===== src/ccr_pkg.sv =====
// Purpose: constants for the channel configuration register slice
// Assumes: byte-wide register port on page 0, one clock ref_clk at 25 MHz
// Notes: decoded setting outputs feed the channel datapath
package ccr_pkg;
   localparam logic [7:0] CCR_PAGE = 8'h00;
   localparam logic [7:0] ADDR_PHASE = 8'h4A;
   localparam logic [7:0] ADDR_SETUP = 8'h4B;
   localparam logic [7:0] ADDR_GAIN = 8'h4C;
   localparam logic [7:0] ADDR_VOLUME = 8'h4D;
   localparam logic [7:0] ADDR_TRIM = 8'h4E;
   localparam logic [7:0] RST_PHASE = 8'h00;
   localparam logic [7:0] RST_SETUP = 8'h00;
   localparam logic [7:0] RST_GAIN = 8'h00;
   localparam logic [7:0] RST_VOLUME = 8'hC9;
   localparam logic [7:0] RST_TRIM = 8'h80;
   localparam logic [7:0] MASK_SETUP = 8'hFD;
   localparam logic [7:0] MASK_GAIN = 8'hFC;
   localparam logic [7:0] MASK_TRIM = 8'hF0;
   localparam int BIT_TYPE = 7;
   localparam int SRC_HI = 6;
   localparam int SRC_LO = 5;
   localparam int BIT_COUPLING = 4;
   localparam int IMP_HI = 3;
   localparam int IMP_LO = 2;
   localparam int BIT_RANGE_EN = 0;
   localparam int GAIN_HI = 7;
   localparam int GAIN_LO = 2;
   localparam int TRIM_HI = 7;
   localparam int TRIM_LO = 4;
   localparam int GLOBAL_SEL_BIT = 3;
   localparam logic [1:0] SRC_RESERVED = 2'h3;
   localparam logic [1:0] IMP_RESERVED = 2'h3;
   localparam logic [5:0] GAIN_MAX = 6'h2A;
   localparam logic [7:0] VOL_MUTE = 8'h00;
   localparam int PHASE_DEPTH = 256;
endpackage


===== src/ccr_channel_config.sv =====
// Purpose: channel 4 configuration registers and channel 3 phase delay
// Assumes: register port already decoded from the control interface
// Notes: reserved codes are stored but flagged
`timescale 1ns/10ps
module ccr_channel_config #(
   parameter int SAMPLE_W = 1
) (
   input wire logic ref_clk,
   input wire logic sys_rst,
   input wire logic [7:0] regPage,
   input wire logic [7:0] regAddr,
   input wire logic regWrite,
   input wire logic regRead,
   input wire logic [7:0] regWrData,
   output logic [7:0] regRdData,
   output logic regRdValid,
   input wire logic globalRangeGainctlConfig3,
   input wire logic modTick,
   input wire logic [SAMPLE_W-1:0] chan3SampleIn,
   output logic [SAMPLE_W-1:0] chan3SampleOut,
   output logic chan4MicOrLine,
   output logic [1:0] chan4SourceSelect,
   output logic chan4Analog,
   output logic chan4Pdm,
   output logic chan4CouplingSelect,
   output logic [1:0] chan4ImpedanceSelect,
   output logic chan4RangeEnhanceOn,
   output logic chan4GainCtlOn,
   output logic [5:0] chan4GainCode,
   output logic [7:0] chan4VolumeCode,
   output logic chan4Mute,
   output logic [3:0] chan4GainTrimCode,
   output logic chan4ReservedCode
);
   import ccr_pkg::*;

   ////////////////////////////////////////////////////////////////////
   typedef struct packed {
      logic [7:0] phase;
      logic [7:0] setup;
      logic [7:0] gain;
      logic [7:0] volume;
      logic [7:0] trim;
      logic [7:0] rdData;
      logic rdValid;
      logic [7:0] wrPtr;
      logic [SAMPLE_W-1:0] sampleOut;
      logic [SAMPLE_W-1:0] lastIn;
      logic outPending;
      logic [1:0] src;
      logic micOrLine;
      logic analog;
      logic pdm;
      logic coupling;
      logic [1:0] imp;
      logic rangeOn;
      logic gainCtlOn;
      logic [5:0] gainCode;
      logic mute;
      logic reserved;
   } ccr_state_t;

   ccr_state_t cur;
   ccr_state_t next_cur;
   logic pageHit;
   logic [SAMPLE_W-1:0] memRdData;
   logic [7:0] rdAddr;

   assign pageHit = (regPage == CCR_PAGE);
   // zero delay bypasses memory; otherwise read the sample phase ticks old
   assign rdAddr = cur.wrPtr - cur.phase;

   ////////////////////////////////////////////////////////////////////
   ccr_delay_mem #(
      .WIDTH(SAMPLE_W),
      .DEPTH(PHASE_DEPTH),
      .AW(8)
   ) u_mem (
      .ref_clk(ref_clk),
      .wrEn(modTick),
      .wrAddr(cur.wrPtr),
      .wrData(chan3SampleIn),
      .rdEn(modTick),
      .rdAddr(rdAddr),
      .rdData(memRdData)
   );

   ////////////////////////////////////////////////////////////////////
   always_comb begin
      next_cur = cur;
      next_cur.rdValid = 1'b0;
      if (regWrite && pageHit) begin
         unique case (regAddr)
            ADDR_PHASE: next_cur.phase = regWrData;
            ADDR_SETUP: next_cur.setup = regWrData & MASK_SETUP;
            ADDR_GAIN: next_cur.gain = regWrData & MASK_GAIN;
            ADDR_VOLUME: next_cur.volume = regWrData;
            ADDR_TRIM: next_cur.trim = regWrData & MASK_TRIM;
            default: ;
         endcase
      end
      if (regRead) begin
         next_cur.rdValid = 1'b1;
         next_cur.rdData = 8'h00;
         if (pageHit) begin
            unique case (regAddr)
               ADDR_PHASE: next_cur.rdData = cur.phase;
               ADDR_SETUP: next_cur.rdData = cur.setup;
               ADDR_GAIN: next_cur.rdData = cur.gain;
               ADDR_VOLUME: next_cur.rdData = cur.volume;
               ADDR_TRIM: next_cur.rdData = cur.trim;
               default: next_cur.rdData = 8'h00;
            endcase
         end
      end
      // decoded settings follow the stored registers one cycle later
      next_cur.micOrLine = cur.setup[BIT_TYPE];
      next_cur.src = cur.setup[SRC_HI:SRC_LO];
      next_cur.analog = (cur.setup[SRC_HI:SRC_LO] == 2'h0)
         || (cur.setup[SRC_HI:SRC_LO] == 2'h1);
      next_cur.pdm = (cur.setup[SRC_HI:SRC_LO] == 2'h2);
      // coupling forced off for non-analog sources; impedance passes through ungated
      next_cur.coupling = next_cur.analog && cur.setup[BIT_COUPLING];
      next_cur.imp = cur.setup[IMP_HI:IMP_LO];
      next_cur.rangeOn = cur.setup[BIT_RANGE_EN] && !globalRangeGainctlConfig3;
      next_cur.gainCtlOn = cur.setup[BIT_RANGE_EN] && globalRangeGainctlConfig3;
      // reserved gain codes clamp to the top step rather than misbehave
      next_cur.gainCode = (cur.gain[GAIN_HI:GAIN_LO] > GAIN_MAX) ? GAIN_MAX
         : cur.gain[GAIN_HI:GAIN_LO];
      next_cur.mute = (cur.volume == VOL_MUTE);
      next_cur.reserved = (cur.setup[SRC_HI:SRC_LO] == SRC_RESERVED)
         || (cur.setup[IMP_HI:IMP_LO] == IMP_RESERVED)
         || (cur.gain[GAIN_HI:GAIN_LO] > GAIN_MAX);
      next_cur.outPending = modTick;
      if (modTick) begin
         next_cur.wrPtr = cur.wrPtr + 8'h01;
         next_cur.lastIn = chan3SampleIn;
      end
      if (cur.outPending) begin
         // zero phase reads the same entry it writes, so memory would give a stale sample
         next_cur.sampleOut = (cur.phase == 8'h00) ? cur.lastIn : memRdData;
      end
   end

   always_ff @(posedge ref_clk or posedge sys_rst) begin
      if (sys_rst) begin
         cur <= '0;
         cur.phase <= RST_PHASE;
         cur.setup <= RST_SETUP;
         cur.gain <= RST_GAIN;
         cur.volume <= RST_VOLUME;
         cur.trim <= RST_TRIM;
      end else begin
         cur <= next_cur;
      end
   end

   ////////////////////////////////////////////////////////////////////
   always_comb begin
      regRdData = cur.rdData;
      regRdValid = cur.rdValid;
      chan3SampleOut = cur.sampleOut;
      chan4MicOrLine = cur.micOrLine;
      chan4SourceSelect = cur.src;
      chan4Analog = cur.analog;
      chan4Pdm = cur.pdm;
      chan4CouplingSelect = cur.coupling;
      chan4ImpedanceSelect = cur.imp;
      chan4RangeEnhanceOn = cur.rangeOn;
      chan4GainCtlOn = cur.gainCtlOn;
      chan4GainCode = cur.gainCode;
      chan4VolumeCode = cur.volume;
      chan4Mute = cur.mute;
      chan4GainTrimCode = cur.trim[TRIM_HI:TRIM_LO];
      chan4ReservedCode = cur.reserved;
   end
endmodule


===== src/ccr_delay_mem.sv =====
// Purpose: sample store for the phase delay line
// Assumes: one write and one read per modulator tick
// Notes: read data registered
`timescale 1ns/10ps
module ccr_delay_mem #(
   parameter int WIDTH = 1,
   parameter int DEPTH = 256,
   parameter int AW = 8
) (
   input wire logic ref_clk,
   input wire logic wrEn,
   input wire logic [AW-1:0] wrAddr,
   input wire logic [WIDTH-1:0] wrData,
   input wire logic rdEn,
   input wire logic [AW-1:0] rdAddr,
   output logic [WIDTH-1:0] rdData
);
   logic [WIDTH-1:0] mem [DEPTH];
   always_ff @(posedge ref_clk) begin
      if (wrEn) begin
         mem[wrAddr] <= wrData;
      end
      if (rdEn) begin
         rdData <= mem[rdAddr];
      end
   end
endmodule


===== config.mk =====
export PLATFORM = sky130hd
export DESIGN_NAME = ccr_channel_config
export DESIGN_NICKNAME = d
export VERILOG_FILES = /design/src/ccr_pkg.sv /design/src/ccr_channel_config.sv /design/src/ccr_delay_mem.sv
export SDC_FILE = /design/constraint.sdc
export NUM_CORES = 1
export LEC_CHECK = 0
export BUFFER_PORTS_ARGS = -buffer_cell sky130_fd_sc_hd__buf_2
export CAP_MARGIN = 25
export CORE_UTILIZATION = 50
export CTS_CLUSTER_SIZE = 16
export DETAILED_ROUTE_END_ITERATION = 16
export GPL_ROUTABILITY_DRIVEN = 1
export PLACE_DENSITY = 0.67
export SYNTH_ARGS = -nofsm -noshare
export SYNTH_HDL_FRONTEND = slang
export SYNTH_SLANG_ARGS = --single-unit

===== constraint.sdc =====
create_clock -name ref_clk -period 4.2 [get_ports ref_clk]
set_input_delay 0.21 -clock ref_clk [delete_from_list [all_inputs] [get_ports ref_clk]]
set_output_delay 0.21 -clock ref_clk [all_outputs]
set_load 0.02 [all_outputs]

* After elaboration in Yosys (flattened, before gate mapping) *
Memory sizes are Yosys's and may differ from the RTL's. A register that Yosys moved wholly into a read port is not among the register bits.
Index checks and enable logic that the tools add are counted.

word-level totals
  bits in registers = 71
  RAM bits = 256
  input port bits = 31
  output and inout bits = 40
  word-level logic and storage cells = 59
  memories kept = 1

memories
  memory     words  width  rd ports  clocked after Yosys merged registers in  wr ports  RTL line             RTL
  u_mem.mem  256    1      1         1                                        1         ccr_delay_mem.sv:18  logic [WIDTH-1:0] mem [DEPTH];

operators by class
  add/sub/neg operators = 2
  $lt $le $gt $ge = 1
  equal/unequal tests = 9
  muxes and demuxes = 7
  reductions and logical operators = 17

operators with widths
  cell                                                  number
  == test 8 x 7 -> 1 bit, second input constant         5
  one-hot mux 8 bit (5 select lines)                    1
  logical NOT 8 bit                                     3
  AND reduction 2 bit                                   5
  adder 8 x 1 -> 8 bit, second input constant           1
  two-way mux 8 bit                                     1
  subtractor 8 bit                                      1
  == test 2 bit, second input constant                  3
  greater-than comparator 6 bit, second input constant  1
  two-way mux 6 bit                                     1
  logical AND 1 bit                                     4
  two-way mux 1 bit                                     4
  logical OR 1 bit                                      3
  == test 2 x 1 -> 1 bit, second input constant         1
  logical NOT 2 bit                                     1
  logical NOT 1 bit                                     1

* Longest topological paths before layout *
  word-level depth = 3
  mapped depth = 14
  depth with buffers taken out = 11

* By module *
A second synthesis with hierarchy kept.

unflattened totals
  cells, all modules = 1073
  area total of the unflattened synthesis = 14651.6 um^2

modules (own cells, without submodules)
  module              instances  cells each  area an instance (um^2)  seq. area each (um^2)
  ccr_delay_mem       1          788         11138.2                  7717.4
  ccr_channel_config  1          285         3513.4                   1783.0

* Worst setup path before layout *
OpenSTA, ideal clock, no wires.

  path type = flip-flop to flip-flop
  start point = register cur[21] (netlist bit)
  end point = register u_mem.rdData, read port of u_mem.mem (data pin)
  setup time = 0.265 ns
  arrival time = 2.997 ns
  data required time = 3.935 ns
  path slack = 0.938 ns
  stages on the path, launching flop included = 14
  path buffers = 4
  clock period less this slack = 3.262 ns
  path through = dfrtp_1 inv_1 ha_1 fa_1 buf_2 buf_4 buf_4 buf_2 a2111oi_0 a211oi_1 a2111oi_0 o41ai_2 o31ai_1 mux2i_1

on the way
  word-level cells in the longest chain between the ends = 1

ends and longest elaborated chain
  what                    RTL line                   RTL
  start, declared         ccr_channel_config.sv:63   ccr_state_t cur;
  start signal, assigned  ccr_channel_config.sv:154  cur <= next_cur;
  subtractor 8 bit        ccr_channel_config.sv:71   assign rdAddr = cur.wrPtr - cur.phase;
  end, declared           ccr_delay_mem.sv:16        output logic [WIDTH-1:0] rdData

No other way between the ends.
A chain may end at the register's enable or synchronous reset.

* Final worst setup path *
Same ends and word-level chain as after synthesis.

==> metrics.txt <==
status completed; DRT Pass-1 Iters 5; Post-synth EDFFs 257; Post-Synthesis Cells 1212; hpwl dp 22400 um; GR peak layer met2; clk root buf clkbuf_16; initial core utilization 50.7%; count of final hold-check violations 0; CTS Buffer Depth 3; Placer Congestion 0.826; FF-to-FF End u_mem.rdData$_DFFE_PP_; Hold Path Class in2reg; met2 GRT Util 41.0%; DIE HEIGHT 175 um; drt drc 0; Final setup viols 0; Final Util 57.2%; Ys Warns 0; synthesized area per cell 12.4 sq um; total clock buffers created by CTS 35; vias in the first global route 9814; Worst-Margin Slew 1.02 ns; via count 9893; Core ar. 29600 sq um; clk_skew 0.0182 ns; sequential area share after synthesis 63.4%; H-tree depth 2; Synth Register Bits 328; Synth cell types 68; Max-Cap Viols 0; Tcrit/Tclk final 95.9%; Ports 71; ANT cells 0; total die area 30700 sq um; Req. time, crit path 4.57 ns; post-route setup TNS 0 ns; LEAKAGE 6.00 nW; first-pass GRT wire length 56000 um; final antenna-violating net count 0; critical hold path startpoint regAddr[1]; Synthesized Nets 1256; fin crit period 4.03 ns; depth of the worst hold-timing path 4; IO Port Bufs 70; # rows 63; power per cell area 592 nW/um^2; Post-Syn Area 15000 sq um; Routed WL per cell 22.0 um; Clk Latency, worst-skew pair 0.53 ns; endpoint class of the critical path flip-flop; die width 175 um; WL final 36800 um; GR Layer Usage met1 31.3%; post-CTS setup buffer count 0; GR Util met3 3.89%; remaining global-route overflow 0; startpoint types flip-flop; Final nets 1307; total track usage 24.4%; Max VDD drop 376 uV; TritonCTS clock tree done; share of cells above drive strength 1 18.2%; Final Max Slew Viols 0; largest fanout on the critical path 46; largest net degree at the start of global routing 137; max_slew headroom 32.1%; hold endpoint regRdData[7]$_DFFE_PP0P_; Fmax achieved 248 MHz; RSZ-0062 raised after global routing no; Vias/cell 5.90; Clock Sinks 328; Async S/R FF share, synth 21.6%; clock slew at reported path FFs 0.06 ns; CP Class reg2reg; ys flop type edfxtp_1; synthesis-to-layout area growth 12.9%; 1st-iter DRT viols 974; Worst EP arrival 4.40 ns; initial antenna violation count 0; reg2reg start cur[21]$_DFFE_PP0P_; R2R cell count 12; r2r setup slk 0.17 ns
==> power breakdown <==
part / switching, mW / total, mW / internal, mW
combinational: 2.20 / 3.46 / 1.26
clock: 1.22 / 2.90 / 1.69
sequential: 0.0682 / 3.65 / 3.58
==> cell usage in the layout, fill, tap and decap left out, types with 11 or more instances in the layout <==
master,count
edfxtp_1,257
a21oi_1,11
o22ai_1,17
clkbuf_16,36
a2111oi_0,41
buf_4,31
inv_1,22
ha_1,12
nor2b_1,43
dfrtp_1,66
o21ai_0,13
mux2i_1,78
nor2_1,277
nand2_1,42
mux2_2,61
nand3_1,30
buf_2,69
clkbuf_1,18
dlygate4sd3_1,12
==> how the worst max path moves through the flow <==
stage / to / depth (start not counted) / start / slack, ns
floorplan: u_mem.rdData$_DFFE_PP_ / 13 / cur[21]$_DFFE_PP0P_ / 0.94
global placement: u_mem.rdData$_DFFE_PP_ / 12 / cur[21]$_DFFE_PP0P_ / 0.13
detailed placement: u_mem.rdData$_DFFE_PP_ / 12 / cur[21]$_DFFE_PP0P_ / 0.11
CTS: u_mem.rdData$_DFFE_PP_ / 12 / cur[21]$_DFFE_PP0P_ / 0.09
global route: u_mem.rdData$_DFFE_PP_ / 12 / cur[21]$_DFFE_PP0P_ / 0.003
finish: u_mem.rdData$_DFFE_PP_ / 12 / cur[21]$_DFFE_PP0P_ / 0.17
==> critical path, stage by stage, from the launching register on <==
cell and delay [ns]:
dfrtp_1 0.46, inv_1 0.13, ha_1 0.23, fa_4 1.02, buf_12 0.30, mux2i_1 0.11, nand3_1 0.10, o21ai_0 0.08
a2111oi_0 0.56, nor4_1 0.17, o41ai_2 0.36, o31ai_1 0.16, mux2i_1 0.17
==> cells by family (layout without fill, tap and decap cells) <==
kind of cell / Yosys count / count (layout) / share of synthesized area (%)
XOR/XNOR: 13 / 13 / 0.810
AO/OA/AOI/OAI: 141 / 141 / 7.32
multiplexers: 139 / 139 / 9.79
flip-flops: 328 / 328 / 63.4
adder cells (fa/ha/maj): 13 / 13 / 1.14
AND/OR/NAND/NOR: 444 / 444 / 13.1
buffers and inverters: 134 / 209 / 4.43
==> cell type report <==
type                    instances  area (sq um)
multi-input cells             750          4840
clock inverters                 5          62.6
clock buffers                  56           996
fillers                      2465         12600
well taps                     390           488
flip-flops and latches        328          9500
inverters                      23          86.3
repair buffers                125           948
==> registers in the layout, indices dropped and copies added, names as in the netlist, 2 cells and up <==
| signal | count |
|---|---|
| u_mem.mem | 256 |
| chan4VolumeCode | 8 |
| cur | 31 |
| chan4GainCode | 6 |
| regRdData | 8 |
| chan4GainTrimCode | 4 |
| chan4ImpedanceSelect | 2 |
| chan4SourceSelect | 2 |
==> stage by stage <==
stage | hold slack (ns) | cells | area [sq um] | power, mW | setup WS (ns)
after detailed placement | 0.375 | 1601 | 15700 | 7.09 | 0.107
after floorplan | 0.241 | 1212 | 15000 | 5.79 | 0.938
after global routing | 0.202 | 1677 | 16900 | 10.4 | 0.00281
after CTS | 0.165 | 1674 | 16900 | 10.0 | 0.0946
final | 0.178 | 1677 | 16900 | 10.0 | 0.172
after global placement | 0.359 | 1597 | 15600 | 7.03 | 0.132
==> metal layers <==
metal / share of wire [%] / up-vias
met3: 5.8 / 83
met4: 3.6 / 0
met2: 49 / 389
li1: - / 4486
met1: 41 / 4935
met5: 0 / -
==> Yosys cell counts, drive strengths merged (3+ instances only) <==
| library cell | number | share of area (%) |
|---|---|---|
| a2111oi | 42 | 2.5 |
| a211oi | 8 | 0.40 |
| a21oi | 11 | 0.37 |
| a221oi | 3 | 0.18 |
| a22o | 6 | 0.35 |
| buf | 56 | 2.5 |
| clkbuf | 55 | 1.4 |
| dfrtp | 66 | 11 |
| dfstp | 5 | 0.88 |
| edfxtp | 257 | 51 |
| ha | 12 | 1.0 |
| inv | 23 | 0.58 |
| mux2 | 61 | 4.6 |
| mux2i | 78 | 5.2 |
| nand2 | 43 | 1.1 |
| nand2b | 3 | 0.13 |
| nand3 | 30 | 1.0 |
| nand4 | 10 | 0.42 |
| nand4b | 3 | 0.18 |
| nor2 | 278 | 7.0 |
| nor2b | 43 | 1.8 |
| nor3 | 4 | 0.13 |
| nor4 | 9 | 0.38 |
| nor4b | 4 | 0.23 |
| o21a | 4 | 0.20 |
| o21ai | 14 | 0.47 |
| o22ai | 17 | 0.71 |
| o2bb2ai | 7 | 0.41 |
| o31ai | 3 | 0.15 |
| or2 | 5 | 0.21 |
| or4 | 4 | 0.20 |
| xnor2 | 9 | 0.53 |
| xor2 | 4 | 0.28 |
==> what timing repair did <==
action	in CTS	in global routing
gates resized for setup	0	2
hold buffers	12	0
hold endpoints to repair	67	0
setup endpoints to repair	0	1
No activity file was read; power rests on OpenSTA's default activity.
